## src/inc/scs_pkg.sv

```systemverilog
// package: constants, register map and types of the switchgear command supervisor
package scs_pkg;

	// ==========================================================
	// clock and time base
	localparam int unsigned CLK_HZ   = 25_000_000;                  // system clock rate
	localparam int unsigned TICK_US  = 1000;                        // timer tick period in us
	localparam int unsigned TICK_CYC = CLK_HZ / 1_000_000 * TICK_US; // cycles per tick

	// ==========================================================
	// supervision times, in milliseconds (one tick each)
	localparam int          TMR_W    = 16;                          // timer counter width
	localparam logic [15:0] SUPV_MS  = 16'h0064;                    // contradiction supervision
	localparam logic [15:0] SYNC_MS  = 16'h03e8;                    // synchronism wait
	localparam logic [15:0] MOVE_MS  = 16'h00c8;                    // breaker travel limit

	// ==========================================================
	// apb register map (byte addresses)
	localparam int          ADDR_W    = 8;
	localparam logic [7:0]  ADDR_CTRL = 8'h00;                      // rw: mode bits
	localparam logic [7:0]  ADDR_CMD  = 8'h04;                      // wo: command strobes
	localparam logic [7:0]  ADDR_STAT = 8'h08;                      // ro: position and state
	localparam logic [7:0]  ADDR_CNT  = 8'h0c;                      // ro: fault counters
	localparam logic [31:0] CTRL_RST  = 32'h0000_0000;              // ctrl after reset

	// field positions
	localparam int CTRL_ONE_CONTACT = 0;                            // one-contact position mode
	localparam int CMD_CLOSE        = 0;                            // close request
	localparam int CMD_OPEN         = 1;                            // open request
	localparam int CMD_SYNC         = 2;                            // close waits for sync
	localparam int CMD_CNT_CLR      = 3;                            // clear fault counters

	// ==========================================================
	// command outcome flag indices
	localparam int OC_OK        = 0;
	localparam int OC_DISTURBED = 1;
	localparam int OC_TRIP      = 2;
	localparam int OC_DIR       = 3;
	localparam int OC_CDO       = 4;
	localparam int OC_NOT_READY = 5;
	localparam int OC_INTERLOCK = 6;
	localparam int OC_SYNC_TO   = 7;
	localparam int OC_WITHDRAWN = 8;
	localparam int OC_N         = 9;

	localparam int LOCK_N = 3;                                      // interlock inputs per dir
	localparam int CNT_W  = 16;                                     // fault counter width

	typedef enum logic [1:0] {ST_IDLE, ST_SYNC, ST_MOVE} scs_state_e;

endpackage : scs_pkg

```

## src/inc/scs_tmr_if.sv

```systemverilog
// interface: control and status of one supervision timer
`timescale 1ns/100ps
interface scs_tmr_if;
	import scs_pkg::*;
	logic             run;     // timer counts while high, clears while low
	logic             tick;    // one-cycle time base enable
	logic [TMR_W-1:0] limit;   // expiry count in ticks
	logic             expired; // level, high once limit is reached
	modport owner (output run, output tick, output limit, input expired);
	modport timer (input run, input tick, input limit, output expired);
endinterface : scs_tmr_if

```

## src/scs_timer.sv

```systemverilog
// module: tick-counting supervision timer
`timescale 1ns/100ps
module scs_timer
	import scs_pkg::*;
(
	// clock and reset
	input wire logic clk,
	input wire logic reset,
	// control
	scs_tmr_if.timer t
);
	logic [TMR_W-1:0] cnt_q; // elapsed ticks

	// ==========================================================
	// counter: clears whenever run drops, so a restart needs one low cycle
	always_ff @(posedge clk or posedge reset) begin
		if (reset) begin
			cnt_q <= '0;
		end else if (!t.run) begin
			cnt_q <= '0;
		end else if (t.tick && cnt_q != t.limit) begin
			cnt_q <= cnt_q + 1'b1;
		end
	end

	assign t.expired = t.run && (cnt_q == t.limit);
endmodule : scs_timer

```

## src/scs_top.sv

```systemverilog
// module: switchgear position evaluation and command execution supervision
// Operation
// - close interlock indication when any close lock
// - open interlock indication when any open lock
// - contradiction starts timer, disturbed on expiry
// - one-contact mode: no unknown or disturbed
// - aggregate moving flag while position unknown
// - aggregate faulted flag while position disturbed
// - success flag when requested position reached
// - disturbed-result flag when command ends disturbed
// - refuse command while trip pending, flag it
// - direction error for redundant open or close
// - flag close arriving during pending open
// - refuse command when breaker not ready
// - refuse command blocked by field interlock
// - abandon sync close when sync timer expires
// - refuse command while breaker withdrawn
// - suppress trip output while trip blocked
// - counter reset clears both fault counters
`timescale 1ns/100ps
module scs_top
	import scs_pkg::*;
#(
	parameter int unsigned TICK_CYCLES = TICK_CYC // cycles per 1 ms tick
)(
	// clock and reset
	input  wire logic              clk,
	input  wire logic              reset,
	// apb slave
	input  wire logic              psel,
	input  wire logic              penable,
	input  wire logic              pwrite,
	input  wire logic [ADDR_W-1:0] paddr,
	input  wire logic [31:0]       pwdata,
	output logic      [31:0]       prdata,
	output logic                   pready,
	output logic                   pslverr,
	// breaker pins
	input  wire logic              closed_contact_in,
	input  wire logic              open_contact_in,
	input  wire logic              ready_in,
	input  wire logic              withdrawn_in,
	input  wire logic              in_sync_in,
	input  wire logic [LOCK_N-1:0] close_lock_input,
	input  wire logic [LOCK_N-1:0] open_lock_input,
	// protection pins
	input  wire logic              prot_trip_in,
	input  wire logic              trip_block_input,
	// commands out
	output logic                   close_cmd_out,
	output logic                   open_cmd_out,
	output logic                   trip_cmd_out,
	// position indications
	output logic                   position_closed,
	output logic                   position_open,
	output logic                   position_not_closed,
	output logic                   position_unknown,
	output logic                   position_disturbed,
	output logic                   any_gear_moving,
	output logic                   any_gear_faulted,
	output logic                   breaker_withdrawn,
	output logic                   close_interlock_active,
	output logic                   open_interlock_active,
	// command outcome pulses
	output logic                   cmd_ok,
	output logic                   cmd_fail_disturbed,
	output logic                   cmd_fail_trip_pending,
	output logic                   cmd_direction_error,
	output logic                   close_during_open,
	output logic                   cmd_fail_not_ready,
	output logic                   cmd_fail_interlock,
	output logic                   cmd_fail_sync_timeout,
	output logic                   cmd_fail_withdrawn
);
	localparam int PIN_N = 7 + 2 * LOCK_N;

	// ==========================================================
	// pin synchronisers: two flops before any logic looks
	logic [PIN_N-1:0] meta_q;  // first stage, read only by sync_q
	logic [PIN_N-1:0] sync_q;  // second stage
	always_ff @(posedge clk or posedge reset) begin
		if (reset) begin
			meta_q <= '0;
			sync_q <= '0;
		end else begin
			meta_q <= {prot_trip_in, trip_block_input, in_sync_in, withdrawn_in, ready_in,
			           open_contact_in, closed_contact_in, open_lock_input, close_lock_input};
			sync_q <= meta_q;
		end
	end
	wire [LOCK_N-1:0] cl_lock_s   = sync_q[LOCK_N-1:0];
	wire [LOCK_N-1:0] op_lock_s   = sync_q[2*LOCK_N-1:LOCK_N];
	wire              closed_s    = sync_q[2*LOCK_N];
	wire              open_s      = sync_q[2*LOCK_N+1];
	wire              ready_s     = sync_q[2*LOCK_N+2];
	wire              withdrawn_s = sync_q[2*LOCK_N+3];
	wire              in_sync_s   = sync_q[2*LOCK_N+4];
	wire              trip_blk_s  = sync_q[2*LOCK_N+5];
	wire              trip_s      = sync_q[2*LOCK_N+6];

	// ==========================================================
	// apb decode, zero wait states
	logic [31:0]      ctrl_q;      // mode register
	logic [31:0]      rdata_q;     // read data captured in setup phase
	logic [CNT_W-1:0] fault_cnt_q; // trips seen
	logic [CNT_W-1:0] grid_cnt_q;  // trips that hit a closed breaker
	logic [OC_N-1:0]  outcome_q;   // outcome pulses
	logic [OC_N-1:0]  last_oc_q;   // latest outcome, held for software
	scs_state_e       state_q, state_d;
	wire hit_ctrl  = paddr == ADDR_CTRL;
	wire hit_cmd   = paddr == ADDR_CMD;
	wire hit_stat  = paddr == ADDR_STAT;
	wire hit_cnt   = paddr == ADDR_CNT;
	wire mapped    = hit_ctrl | hit_cmd | hit_stat | hit_cnt;
	wire acc       = psel & penable;
	wire wr_ctrl   = acc & pwrite & hit_ctrl;
	wire wr_cmd    = acc & pwrite & hit_cmd;
	wire req_close = wr_cmd & pwdata[CMD_CLOSE];
	wire req_open  = wr_cmd & pwdata[CMD_OPEN];
	wire req_sync  = pwdata[CMD_SYNC];
	wire cnt_clr   = wr_cmd & pwdata[CMD_CNT_CLR];
	wire one_mode  = ctrl_q[CTRL_ONE_CONTACT];
	wire [31:0] stat_w = {11'h000, last_oc_q, 2'h0, state_q, open_interlock_active,
	                      close_interlock_active, breaker_withdrawn, any_gear_faulted,
	                      position_disturbed, position_unknown, position_open,
	                      position_closed};
	wire [31:0] rd_mux = hit_ctrl ? ctrl_q :
	                     hit_stat ? stat_w :
	                     hit_cnt  ? {grid_cnt_q, fault_cnt_q} : 32'h0000_0000;
	assign pready  = 1'b1;
	assign pslverr = acc & ~mapped; // unmapped address answers with an error
	assign prdata  = rdata_q;

	// registers: ctrl written at the access edge, read data sampled in setup
	always_ff @(posedge clk or posedge reset) begin
		if (reset) begin
			ctrl_q  <= CTRL_RST;
			rdata_q <= 32'h0000_0000;
		end else begin
			if (wr_ctrl) ctrl_q <= {31'h0000_0000, pwdata[CTRL_ONE_CONTACT]};
			if (psel && !penable) rdata_q <= rd_mux;
		end
	end

	// ==========================================================
	// 1 ms tick divider and three timers
	logic [$clog2(TICK_CYCLES)-1:0] div_q; // tick divider
	wire tick = div_q == '0;
	always_ff @(posedge clk or posedge reset) begin
		if (reset) div_q <= '0;
		else div_q <= tick ? ($clog2(TICK_CYCLES))'(TICK_CYCLES - 1) : div_q - 1'b1;
	end
	scs_tmr_if supv_t ();
	scs_tmr_if sync_t ();
	scs_tmr_if move_t ();
	scs_timer u_supv (.clk(clk), .reset(reset), .t(supv_t.timer));
	scs_timer u_sync (.clk(clk), .reset(reset), .t(sync_t.timer));
	scs_timer u_move (.clk(clk), .reset(reset), .t(move_t.timer));

	// ==========================================================
	// position evaluation
	wire contra = closed_s & open_s & ~one_mode;
	assign supv_t.run   = contra;
	assign supv_t.tick  = tick;
	assign supv_t.limit = SUPV_MS;
	// one-contact mode trusts the closed contact alone
	wire pos_c_w = one_mode ? closed_s : closed_s & ~open_s;
	wire pos_o_w = one_mode ? ~closed_s : open_s & ~closed_s;
	wire pos_u_w = ~one_mode & ~closed_s & ~open_s;
	wire pos_d_w = contra & supv_t.expired;

	// indications registered so each of these outputs comes from a flop
	always_ff @(posedge clk or posedge reset) begin
		if (reset) begin
			position_closed        <= 1'b0;
			position_open          <= 1'b0;
			position_not_closed    <= 1'b1;
			position_unknown       <= 1'b0;
			position_disturbed     <= 1'b0;
			any_gear_moving        <= 1'b0;
			any_gear_faulted       <= 1'b0;
			breaker_withdrawn      <= 1'b0;
			close_interlock_active <= 1'b0;
			open_interlock_active  <= 1'b0;
			trip_cmd_out           <= 1'b0;
		end else begin
			position_closed        <= pos_c_w;
			position_open          <= pos_o_w;
			position_not_closed    <= ~pos_c_w;
			position_unknown       <= pos_u_w;
			position_disturbed     <= pos_d_w;
			any_gear_moving        <= pos_u_w;
			any_gear_faulted       <= pos_d_w;
			breaker_withdrawn      <= withdrawn_s;
			close_interlock_active <= |cl_lock_s;
			open_interlock_active  <= |op_lock_s;
			trip_cmd_out           <= trip_s & ~trip_blk_s;
		end
	end

	// ==========================================================
	// command execution supervision
	logic dir_close_q;  // direction of the running command
	logic dir_close_d;
	logic [OC_N-1:0] oc_d;
	wire any_req  = req_close | req_open;
	wire want_cl  = ~req_open;                                      // open wins a clash
	wire lock_hit = want_cl ? |cl_lock_s : |op_lock_s;
	wire at_goal  = dir_close_q ? pos_c_w : pos_o_w;
	assign sync_t.run   = state_q == ST_SYNC;
	assign sync_t.tick  = tick;
	assign sync_t.limit = SYNC_MS;
	assign move_t.run   = state_q == ST_MOVE;
	assign move_t.tick  = tick;
	assign move_t.limit = MOVE_MS;

	// checks in fixed priority; each command accepted in ST_IDLE yields one final outcome, plus a close_during_open pulse per close written while an open runs
	always_comb begin
		state_d     = state_q;
		dir_close_d = dir_close_q;
		oc_d        = '0;
		unique case (state_q)
			ST_IDLE: begin
				if (any_req) begin
					if (withdrawn_s) oc_d[OC_WITHDRAWN] = 1'b1;
					else if (trip_s) oc_d[OC_TRIP] = 1'b1;
					else if (!ready_s) oc_d[OC_NOT_READY] = 1'b1;
					else if (lock_hit) oc_d[OC_INTERLOCK] = 1'b1;
					else if (want_cl ? pos_c_w : pos_o_w) oc_d[OC_DIR] = 1'b1;
					else begin
						dir_close_d = want_cl;
						state_d     = (want_cl && req_sync) ? ST_SYNC : ST_MOVE;
					end
				end
			end
			ST_SYNC: begin
				if (in_sync_s) state_d = ST_MOVE;
				else if (sync_t.expired) begin
					oc_d[OC_SYNC_TO] = 1'b1;
					state_d          = ST_IDLE;
				end
			end
			ST_MOVE: begin
				if (req_close && !dir_close_q) oc_d[OC_CDO] = 1'b1;
				else if (at_goal) begin
					oc_d[OC_OK] = 1'b1;
					state_d     = ST_IDLE;
				end else if (pos_d_w || move_t.expired) begin
					// a breaker stuck short of its goal also counts as disturbed
					oc_d[OC_DISTURBED] = 1'b1;
					state_d            = ST_IDLE;
				end
			end
		endcase
	end

	// state, outcome pulses and commands to the breaker
	always_ff @(posedge clk or posedge reset) begin
		if (reset) begin
			state_q     <= ST_IDLE;
			dir_close_q <= 1'b0;
			outcome_q   <= '0;
			last_oc_q   <= '0;
		end else begin
			state_q     <= state_d;
			dir_close_q <= dir_close_d;
			outcome_q   <= oc_d;
			if (|oc_d) last_oc_q <= oc_d;
		end
	end
	assign close_cmd_out = (state_q == ST_MOVE) & dir_close_q;
	assign open_cmd_out  = (state_q == ST_MOVE) & ~dir_close_q;
	assign cmd_ok                = outcome_q[OC_OK];
	assign cmd_fail_disturbed    = outcome_q[OC_DISTURBED];
	assign cmd_fail_trip_pending = outcome_q[OC_TRIP];
	assign cmd_direction_error   = outcome_q[OC_DIR];
	assign close_during_open     = outcome_q[OC_CDO];
	assign cmd_fail_not_ready    = outcome_q[OC_NOT_READY];
	assign cmd_fail_interlock    = outcome_q[OC_INTERLOCK];
	assign cmd_fail_sync_timeout = outcome_q[OC_SYNC_TO];
	assign cmd_fail_withdrawn    = outcome_q[OC_WITHDRAWN];

	// ==========================================================
	// fault counters; the clear beats a simultaneous trip edge
	logic trip_d1_q; // previous trip level for edge detection
	wire  trip_rise = trip_s & ~trip_d1_q;
	always_ff @(posedge clk or posedge reset) begin
		if (reset) begin
			trip_d1_q   <= 1'b0;
			fault_cnt_q <= '0;
			grid_cnt_q  <= '0;
		end else begin
			trip_d1_q <= trip_s;
			if (cnt_clr) begin
				fault_cnt_q <= '0;
				grid_cnt_q  <= '0;
			end else if (trip_rise) begin
				fault_cnt_q <= fault_cnt_q + 1'b1;
				if (pos_c_w) grid_cnt_q <= grid_cnt_q + 1'b1;
			end
		end
	end

	// ==========================================================
	// assertions
	property p_il_close;
		@(posedge clk) disable iff (reset) close_interlock_active == $past(|cl_lock_s);
	endproperty
	a_il_close: assert property (p_il_close) else $error("close interlock wrong");
	property p_il_open;
		@(posedge clk) disable iff (reset) open_interlock_active == $past(|op_lock_s);
	endproperty
	a_il_open: assert property (p_il_open) else $error("open interlock wrong");
	property p_disturb;
		@(posedge clk) disable iff (reset) $rose(position_disturbed) |-> $past(contra, 2);
	endproperty
	a_disturb: assert property (p_disturb) else $error("disturbed without contradiction");
	property p_one_mode;
		@(posedge clk) disable iff (reset)
			one_mode && $past(one_mode) |-> !position_unknown && !position_disturbed;
	endproperty
	a_one_mode: assert property (p_one_mode) else $error("one-contact mode shows fault");
	property p_moving;
		@(posedge clk) disable iff (reset) any_gear_moving == position_unknown;
	endproperty
	a_moving: assert property (p_moving) else $error("moving flag mismatch");
	property p_faulted;
		@(posedge clk) disable iff (reset) any_gear_faulted == position_disturbed;
	endproperty
	a_faulted: assert property (p_faulted) else $error("faulted flag mismatch");
	property p_ok;
		@(posedge clk) disable iff (reset) cmd_ok |-> $past(state_q == ST_MOVE && at_goal);
	endproperty
	a_ok: assert property (p_ok) else $error("success without goal");
	property p_trip_ref;
		@(posedge clk) disable iff (reset)
			state_q == ST_IDLE && any_req && trip_s && !withdrawn_s
			|=> cmd_fail_trip_pending && state_q == ST_IDLE;
	endproperty
	a_trip_ref: assert property (p_trip_ref) else $error("command ran under trip");
	property p_blk;
		@(posedge clk) disable iff (reset) $past(trip_blk_s) |-> !trip_cmd_out;
	endproperty
	a_blk: assert property (p_blk) else $error("trip passed while blocked");
	property p_clr;
		@(posedge clk) disable iff (reset) cnt_clr |=> fault_cnt_q == '0 && grid_cnt_q == '0;
	endproperty
	a_clr: assert property (p_clr) else $error("counters not cleared");
	property p_onehot;
		// a close refused mid-open may be followed at once by the open's own outcome
		@(posedge clk) disable iff (reset)
			$onehot0(outcome_q) and (|outcome_q && !close_during_open |=> ~|outcome_q);
	endproperty
	a_onehot: assert property (p_onehot) else $error("outcome not a single pulse");
	c_ok:   cover property (@(posedge clk) disable iff (reset) cmd_ok);
	c_sync: cover property (@(posedge clk) disable iff (reset) cmd_fail_sync_timeout);
	c_cdo:  cover property (@(posedge clk) disable iff (reset) close_during_open);
endmodule : scs_top

```

## config.mk

```make
export PLATFORM = sky130hd
export DESIGN_NAME = scs_top
export DESIGN_NICKNAME = d
export VERILOG_FILES = /design/src/inc/scs_pkg.sv /design/src/inc/scs_tmr_if.sv /design/src/scs_timer.sv /design/src/scs_top.sv
export SDC_FILE = /design/constraint.sdc
export NUM_CORES = 1
export LEC_CHECK = 0
export ABC_AREA = 1
export BUFFER_PORTS_ARGS = -buffer_cell sky130_fd_sc_hd__buf_2
export CELL_PAD_IN_SITES_DETAIL_PLACEMENT = 0
export CELL_PAD_IN_SITES_GLOBAL_PLACEMENT = 1
export CORE_MARGIN = 1
export CORE_UTILIZATION = 39
export CTS_CLUSTER_SIZE = 28
export DETAILED_ROUTE_END_ITERATION = 8
export GPL_ROUTABILITY_DRIVEN = 1
export PLACE_DENSITY_LB_ADDON = 0.1
export SYNTH_ARGS = -nofsm -noshare
export SYNTH_HDL_FRONTEND = slang
export SYNTH_SLANG_ARGS = --single-unit
```

## constraint.sdc

```tcl
create_clock -name clk -period 6.25 [get_ports clk]
set_clock_uncertainty 0.2 [all_clocks]
set_input_delay 0.625 -clock clk [delete_from_list [all_inputs] [get_ports clk]]
set_output_delay 0.625 -clock clk [all_outputs]
set_load 0.02 [all_outputs]
```

==> run summary, run 1 <==
The flow ran to the end, and the final reports show no timing, DRC or antenna violations. After synthesis, the netlist uses 41 different library cells. The floorplan step set the die width to 154 um.

For the number of global-route vias before repair, the log shows 6,969. The tools report the final-stage net count as 1,233. The first-pass GRT wire length was 36,500 um. Maximum operating frequency: 0.314 GHz. The signal arrival time at the worst endpoint came out at 3.28 ns. The run gives 3.06 ns as the slack of the worst reg-to-reg path. Global routing used 19.7% of the available tracks across all layers.

The root buffer cell chosen for the clock tree is clkbuf_16. The run gives 0.44 ns as the clock latency on the worst-skew pair. The finished layout holds 1,460 standard cells, fillers aside. The largest incremental delay on the critical path works out to 0.79 ns.

Averaged over all synthesized cells, the footprint is 8.30 um^2. After synthesis, the cell types taking the most area are dfrtp_1 (51%), nand2_1 (9.7%), inv_1 (5.9%). Prior to clock tree synthesis, the placed netlist has a worst setup slack of 2.96 ns.

First-pass iteration count of the detailed router: 5. Clock-pin slew was measured on the worst setup and hold paths at 0.07 ns. The standard-cell row count is 55, and the TritonCTS buffer count is 17. STA classifies the critical path startpoint as a flop. In this run the standard cell core region covers 22,600 um^2. The share of total power dissipated in sequential elements is 50.0%. The analysis attributes to net switching a power of 0.657 mW. VDD sags by at most 0.000157 V. Buffers inserted to repair hold after CTS numbered 0. The critical path's slowest cell was o21ai_1. The number of placed instances, taps included, is 1,429. The run gives 10,300 um^2 as the cell area after layout. The design draws 2.58 mW. Cell internal power was estimated by the tool at 1.92 mW. The logs give 45.5% for the end-of-flow core utilization and 0 for the count of unresolved DRC violations after routing. In this run the critical register-to-register path is captured at u_move.cnt_q[6]$_DFFE_PP0P_. Data on the critical path is required at its endpoint by 6.35 ns.

The initial DRC count is 408, and the post-detailed-route count of antenna-violating nets is 0. Tracing the worst setup path back leads to its startpoint at state_q[0]$_DFFE_PP0P_. The signal on the critical path passes through inv_1 -> ha_1 -> buf_4 -> clkinv_1 -> o21ai_1 -> inv_1 -> nand4_1 -> o21ai_0. The clock net in this run drives a total of 185 sinks. Setup violations remaining at the end of the flow were counted as 0. In this run, post-CTS repair resized a total of 0 instances.

The logs give 7,209 for the total number of vias and 0 for the count of inserted antenna diode cells. The tools report the final-layout worst hold slack as 0.0910 ns. For the cell area after technology mapping, the log shows 8970 um^2. The tool flagged a number of max-cap violations equal to 0. The logs give 9670 um^2 for the total cell area at the placement stage and 0.812 for the final weighted congestion of routability-driven global placement. The wire length per cell after detailed routing was 15.0 um. STA classifies the critical path endpoint as a flop. The H-tree generated during clock tree synthesis spans 4 levels. In the routed layout, each cell is associated on average with a via count of 4.94. After layout, the minimum clock period comes to 3.19 ns. The clock network burns 42.8% of the power. The maximum fanout encountered on the critical timing path was 20; the total length of routed wires was 21,900 um. The worst reg-to-reg path cell count is 8. The die covers 23,600 um^2. The number of register bits inferred by synthesis was 185; the synthesis warning total was 0. Worst min-delay path category: primary input to flop. Setup repair after global routing left no endpoint under its margin. The worst register-to-register path begins at state_q[0]$_DFFE_PP0P_. The least setup slack across all paths after layout came out at 3.06 ns. nand2_1 is the most common cell in the netlist. For the number of top-level pins, the log shows 114. TritonCTS built the clock tree. The run gives 0 as the buffer count from post-CTS setup fixing. The clock passes through at most 2 buffers. Following the worst setup path forward leads to its endpoint at u_move.cnt_q[6]$_DFFE_PP0P_. The fraction of the cycle the final worst path needs was 51.0%; the proportion of total power due to net switching was 25.5%. The number of nets in the synthesized netlist is 1,151. The run gives 0 as the final number of hold-violating endpoints. Most common flop cell mapped by yosys: dfrtp_1.

Largest area contributor in the netlist: dfrtp_1. Area growth from synthesis to layout: 14.4%. The sequential fraction of the synthesis area was 51.6%.

The number of port buffers works out to 84. The initial utilization of the core area, before any placement, comes to 39.7%. The number of slew-limit violations in the final report was 0; the worst-case headroom to the max-slew limit was 38.8%. By instance count, the cell type seen most on the critical path is inv_1.

Summed over all layers, the global routing overflow is 0. The number of antenna violations at the first check in global routing was 3. Counting flops with a built-in enable in the synthesized netlist gives 0.

The worst setup path is of the flop to flop kind. Dividing total power by cell area gives a power density of 251 nW/um^2. After synthesis, the largest area contributor takes up 51.3% of total cell area. In this run the static leakage power is 5.02 nW.

At the pin with the least slew margin, the transition time is 0.918 ns. The fraction of registers with async set/reset is 100%, and the largest net degree at the start of global routing is 133. The logs give 1,081 for the cell count after synthesis and 7.2% for the relative contribution of combinational cells to total power.

Once detailed placement completed, the half-perimeter wirelength came to 15,500 um. In the final layout, the share of cells above drive strength 1 is 11.9%. Ranked by instance count, the synthesized netlist is headed by nand2_1 (231), dfrtp_1 (184), inv_1 (142), nor2_1 (94), nand3_1 (83). The vertical die dimension is 154 um. For the final routed database, the setup TNS stands at 0 ns.
## registers in the layout, summed over array words and instances (netlist names), 2 cells and up
| name | cells |
|---|---|
| prdata | 32 |
| fault_cnt_q | 16 |
| grid_cnt_q | 16 |
| u_move.cnt_q | 16 |
| u_supv.cnt_q | 16 |
| u_sync.cnt_q | 16 |
| div_q | 15 |
| meta_q | 13 |
| sync_q | 13 |
| last_oc_q | 9 |
| outcome_q | 9 |
| state_q | 2 |
## area by class of cell
type | count | area, um^2
flip-flops and latches | 185 | 4630
multi-input cells | 723 | 3660
clock buffers | 20 | 457
well taps | 285 | 357
repair buffers | 90 | 465
fillers | 2283 | 12300
clock inverters | 11 | 136
inverters | 146 | 558
## per-layer routing
| layer | GRT usage, % | up-vias | routed length [um] |
|---|---|---|---|
| li1 | - | 3711 | - |
| met5 | 0 | - | 41 |
| met4 | 5.71 | 6 | 221 |
| met2 | 31.2 | 129 | 10000 |
| met1 | 27.6 | 3341 | 10900 |
| met3 | 3.41 | 22 | 761 |
## cells in the final DEF (no fill, tap or decap), types with 4 or more instances in the layout
cell	count
a21oi_1	30
a31oi_1	5
buf_2	84
buf_4	6
clkbuf_16	17
dfrtp_1	184
ha_1	12
inv_1	141
nand2_1	231
nand3_1	83
nand3b_1	10
nand4_1	40
nor2_1	94
nor2_2	4
nor3_1	46
nor4_1	8
o21ai_0	81
o21ai_1	4
o31ai_1	20
xor2_1	30
## power groups by stage
stage	Sequential, mW	Clock, mW	Combinational (mW)
after floorplan	1.30	0	0.132
after global placement	1.31	0	0.189
after detailed placement	1.31	0	0.189
after CTS	1.29	1.14	0.190
after global routing	1.30	1.18	0.217
final	1.29	1.10	0.186
## cells by family after synthesis
family                   after synthesis  synth area share (%)
AO/OA/AOI/OAI                        145                  8.94
XOR/XNOR                              33                  3.22
adder cells (fa/ha/maj)               12                  1.67
buffers and inverters                173                  7.56
flip-flops                           185                  51.6
other                                  1                0.0418
AND/OR/NAND/NOR                      532                  26.9
## worst max-delay path, delay by kind of cell, from the launching register on
family / cells / cell delay, ns
and+or+nand+nor: 1 / 0.17
DFF: 1 / 0.40
buffers and inverters: 4 / 1.19
AOI/OAI and AO/OA: 2 / 0.89
adders and majority gates: 1 / 0.18
## worst min path at each step
stage	start	to	slack, ns	depth (start not counted)
global route	close_lock_input[1]	meta_q[1]$_DFF_PP0_	0.07	1
floorplan	meta_q[0]$_DFF_PP0_	sync_q[0]$_DFF_PP0_	0.13	0
global placement	meta_q[0]$_DFF_PP0_	sync_q[0]$_DFF_PP0_	0.13	0
finish	ready_in	meta_q[8]$_DFF_PP0_	0.09	1
detailed placement	meta_q[2]$_DFF_PP0_	sync_q[2]$_DFF_PP0_	0.14	0
CTS	ready_in	meta_q[8]$_DFF_PP0_	0.08	1
Note: power is estimated with default switching activity, not from simulation.
==> run 2, diff against run 1 <==
- CORE_UTILIZATION: 39 -> 44
- clock period: 6.25 -> 3.1 ns (I/O delays scaled with it)
==> run 2 against run 1 <==
Compared with the run above:
- register-to-register slack lost 2.5 ns
- highest routed layer is now met4
- clock power increased by 98%
- core utilization increased by 7.6 points
- critical path type is now flop to output port
- worst setup slack got worse by 2.7 ns
- critical endpoint is now open_cmd_out
- critical path depth decreased by 3
- non-clock buffer count increased by 22
- largest cell class unchanged
==> run summary, run 2 (synthesis gave the netlist of run 1 again) <==
The flow ran to the end, and the final reports show no timing, DRC or antenna violations. The total area inside the core boundary comes to 19,700 um^2. The library cell used most frequently in the layout, excluding fill and tap cells, is nand2_1. Dividing the final minimum period by the clock period gives 89.0%. For the data required time at the worst endpoint, the log shows 2.59 ns. For the final weighted congestion of routability-driven global placement, the log shows 0.882. The slowest stage of the critical path belongs to the cell dfrtp_1. The maximum fanout encountered on the critical timing path came out at 9.

For the number of antenna violations at the first check in global routing, the log shows 2. The HPWL reported at the end of detailed placement is 15,300 um. The filler cell count is 1,877. The number of global-route vias before repair is 6,807.

The die width was 145 um; the largest incremental delay on the critical path was 0.40 ns. The die covers 21,000 um^2. Across the VDD grid, the largest voltage drop is 0.000346 V.

The run gives 0 as the number of resized instances in the post-cts repair step. The critical path goes through inv_1 -> ha_1 -> clkinv_1 -> nor2_1 -> buf_2. Entering global routing, the biggest net connects 91 pins.

For the pin with the worst max-slew slack, the measured transition is 0.629 ns. The H-tree was split into 4 levels. The run gives 21,200 um as the total length of routed wires. Cells fill 53.0% of the core in the end. The first global-routing pass estimated 34,600 um of wire. The clock latency on the worst-skew pair was 0.43 ns. Setup repair after global routing left no endpoint under its margin.

The count of unresolved DRC violations after routing is 0. The clock slew seen by the registers of the worst setup and hold paths is 0.07 ns. The final layout contains 1,255 nets. Subtracting the final worst setup slack from the clock period gives 2.76 ns.

The tools report the standard-cell row count as 51. For this run, the total global-route usage over all layers was measured as 21.4%. For this configuration, the core starts out at a cell density of 45.5%.

In this run the clock root is driven by a clkbuf_16. The number of top-level pins is 114. The final number of hold-violating endpoints is 0, and the worst-case headroom to the max-slew limit is 58.0%. The logs give 17 for the TritonCTS buffer count and 0 for the reported max-cap violation count. The share of final-layout standard cells stronger than drive strength 1 came out at 12.4%. For this design the static power due to leakage is 5.11 nW.

In the layout the commonest cells are nand2_1 (231), dfrtp_1 (184), inv_1 (141). The largest buffer count on any clock path was 2. Setup violations remaining at the end of the flow were counted as 0. For this run, the detailed router's first-pass iteration total came to 5. For this block, the initial DRC count from the detailed router was 478. The worst min-delay path category is primary input to flop. The number of port buffers was 84; the number of slew-limit violations in the final report was 0.

The critical path in this run is classified as flop to output port. The routed layout has 7,350 vias. Counting every sink on the clock net gives 185. Cell family with the largest share of critical-path delay: buffers and inverters. The worst setup path is launched from a flop.

The tools report the final-layout worst hold slack as 0.0812 ns. The area growth from synthesis to layout works out to 16.6%. The post-detailed-route count of antenna-violating nets was 0; the number of flip-flops in the largest register was 32.

For the remaining global-route overflow, the log shows 0. After routing, the total negative slack on setup checks comes to 0 ns. STA classifies the critical path endpoint as an output port. The vertical die dimension came out at 145 um. For this design the ratio of total power to cell area is 494 nW/um^2.

The buffer and inverter count on the worst path works out to 3. TritonCTS built the clock tree. For the signal arrival time at the worst endpoint, the log shows 2.25 ns.

Dividing the detail-routed wire length by the instance count gives 14.4 um. Static timing analysis puts the maximum clock frequency at 0.362 GHz. In the routed layout, each cell is associated on average with a via count of 5.02.
-- run 2: changes by cell type in the layout (fill, tap and decap cells not counted), sizes merged --
| cell | delta |
|---|---|
| inv | -2 |
| clkbuf | -2 |
| dlygate4sd3 | +15 |
| buf | +7 |
| clkinv | +1 |
| clkinvlp | +4 |
| diode | +2 |
-- run 2: cell type report --
| class | instances | area (um^2) | area share [%] |
|---|---|---|---|
| Clock buffer | 18 | 439 | 4.20 |
| Tap cell | 265 | 332 | 3.17 |
| Sequential cell | 185 | 4630 | 44.3 |
| Timing Repair Buffer | 112 | 693 | 6.63 |
| Antenna cell | 2 | 5.00 | 0.0479 |
| Inverter | 146 | 554 | 5.30 |
| Multi-Input combinational cell | 723 | 3660 | 35.0 |
| Clock inverter | 14 | 146 | 1.40 |
-- run 2: metrics by stage --
step	setup slack (ns)	instances	instance area, um^2	power [mW]
2_1_floorplan	0.212	1081	8970	2.90
3_3_place_gp	0.634	1416	9720	3.02
3_5_place_dp	0.591	1416	9720	3.03
4_1_cts	0.304	1463	10500	5.23
5_1_grt	0.175	1464	10500	5.41
6_report	0.340	1465	10500	5.17
-- run 2: worst register-to-register path, stage by stage (launching register included) --
cell and delay [ns]:
dfrtp_1 0.40, inv_1 0.14, ha_1 0.35, clkinv_1 0.34, o21ai_1 0.23, buf_4 0.20
inv_1 0.25, nand4_1 0.16, o21ai_0 0.10
-- run 2: repair_timing --
action / in CTS / in global routing
buffers inserted: 0 / 0
hold buffers: 15 / 0
hold endpoints to repair: 36 / 0
-- run 2: per-layer routing --
layer	wire length (um)	global-route usage [%]	vias up
met5	0	0	-
met4	170	4.54	0
met3	953	4.48	13
met2	9680	33.4	147
met1	10400	30.5	3436
li1	-	-	3754
-- run 2: where the power goes --
part	switching [mW]	leakage, nW	internal, mW
registers	0.0865	2.38	2.51
logic	0.262	2.44	0.132
clock network	0.962	0.283	1.21
-- run 2: worst paths after layout --
kind / to / startpoint / slack, ns / cells after the start
min reg2reg: sync_q[10]$_DFF_PP0_ / meta_q[10]$_DFF_PP0_ / 0.14 / 0
min in group asynchronous: grid_cnt_q[7]$_DFFE_PP0P_ / reset / 0.29 / 3
max in group asynchronous: position_not_closed$_DFF_PP1_ / reset / 1.55 / 4
max: open_cmd_out / state_q[0]$_DFFE_PP0P_ / 0.34 / 5
min: state_q[0]$_DFFE_PP0P_ / pwdata[2] / 0.08 / 5
max reg2reg: u_move.cnt_q[4]$_DFFE_PP0P_ / state_q[0]$_DFFE_PP0P_ / 0.57 / 8
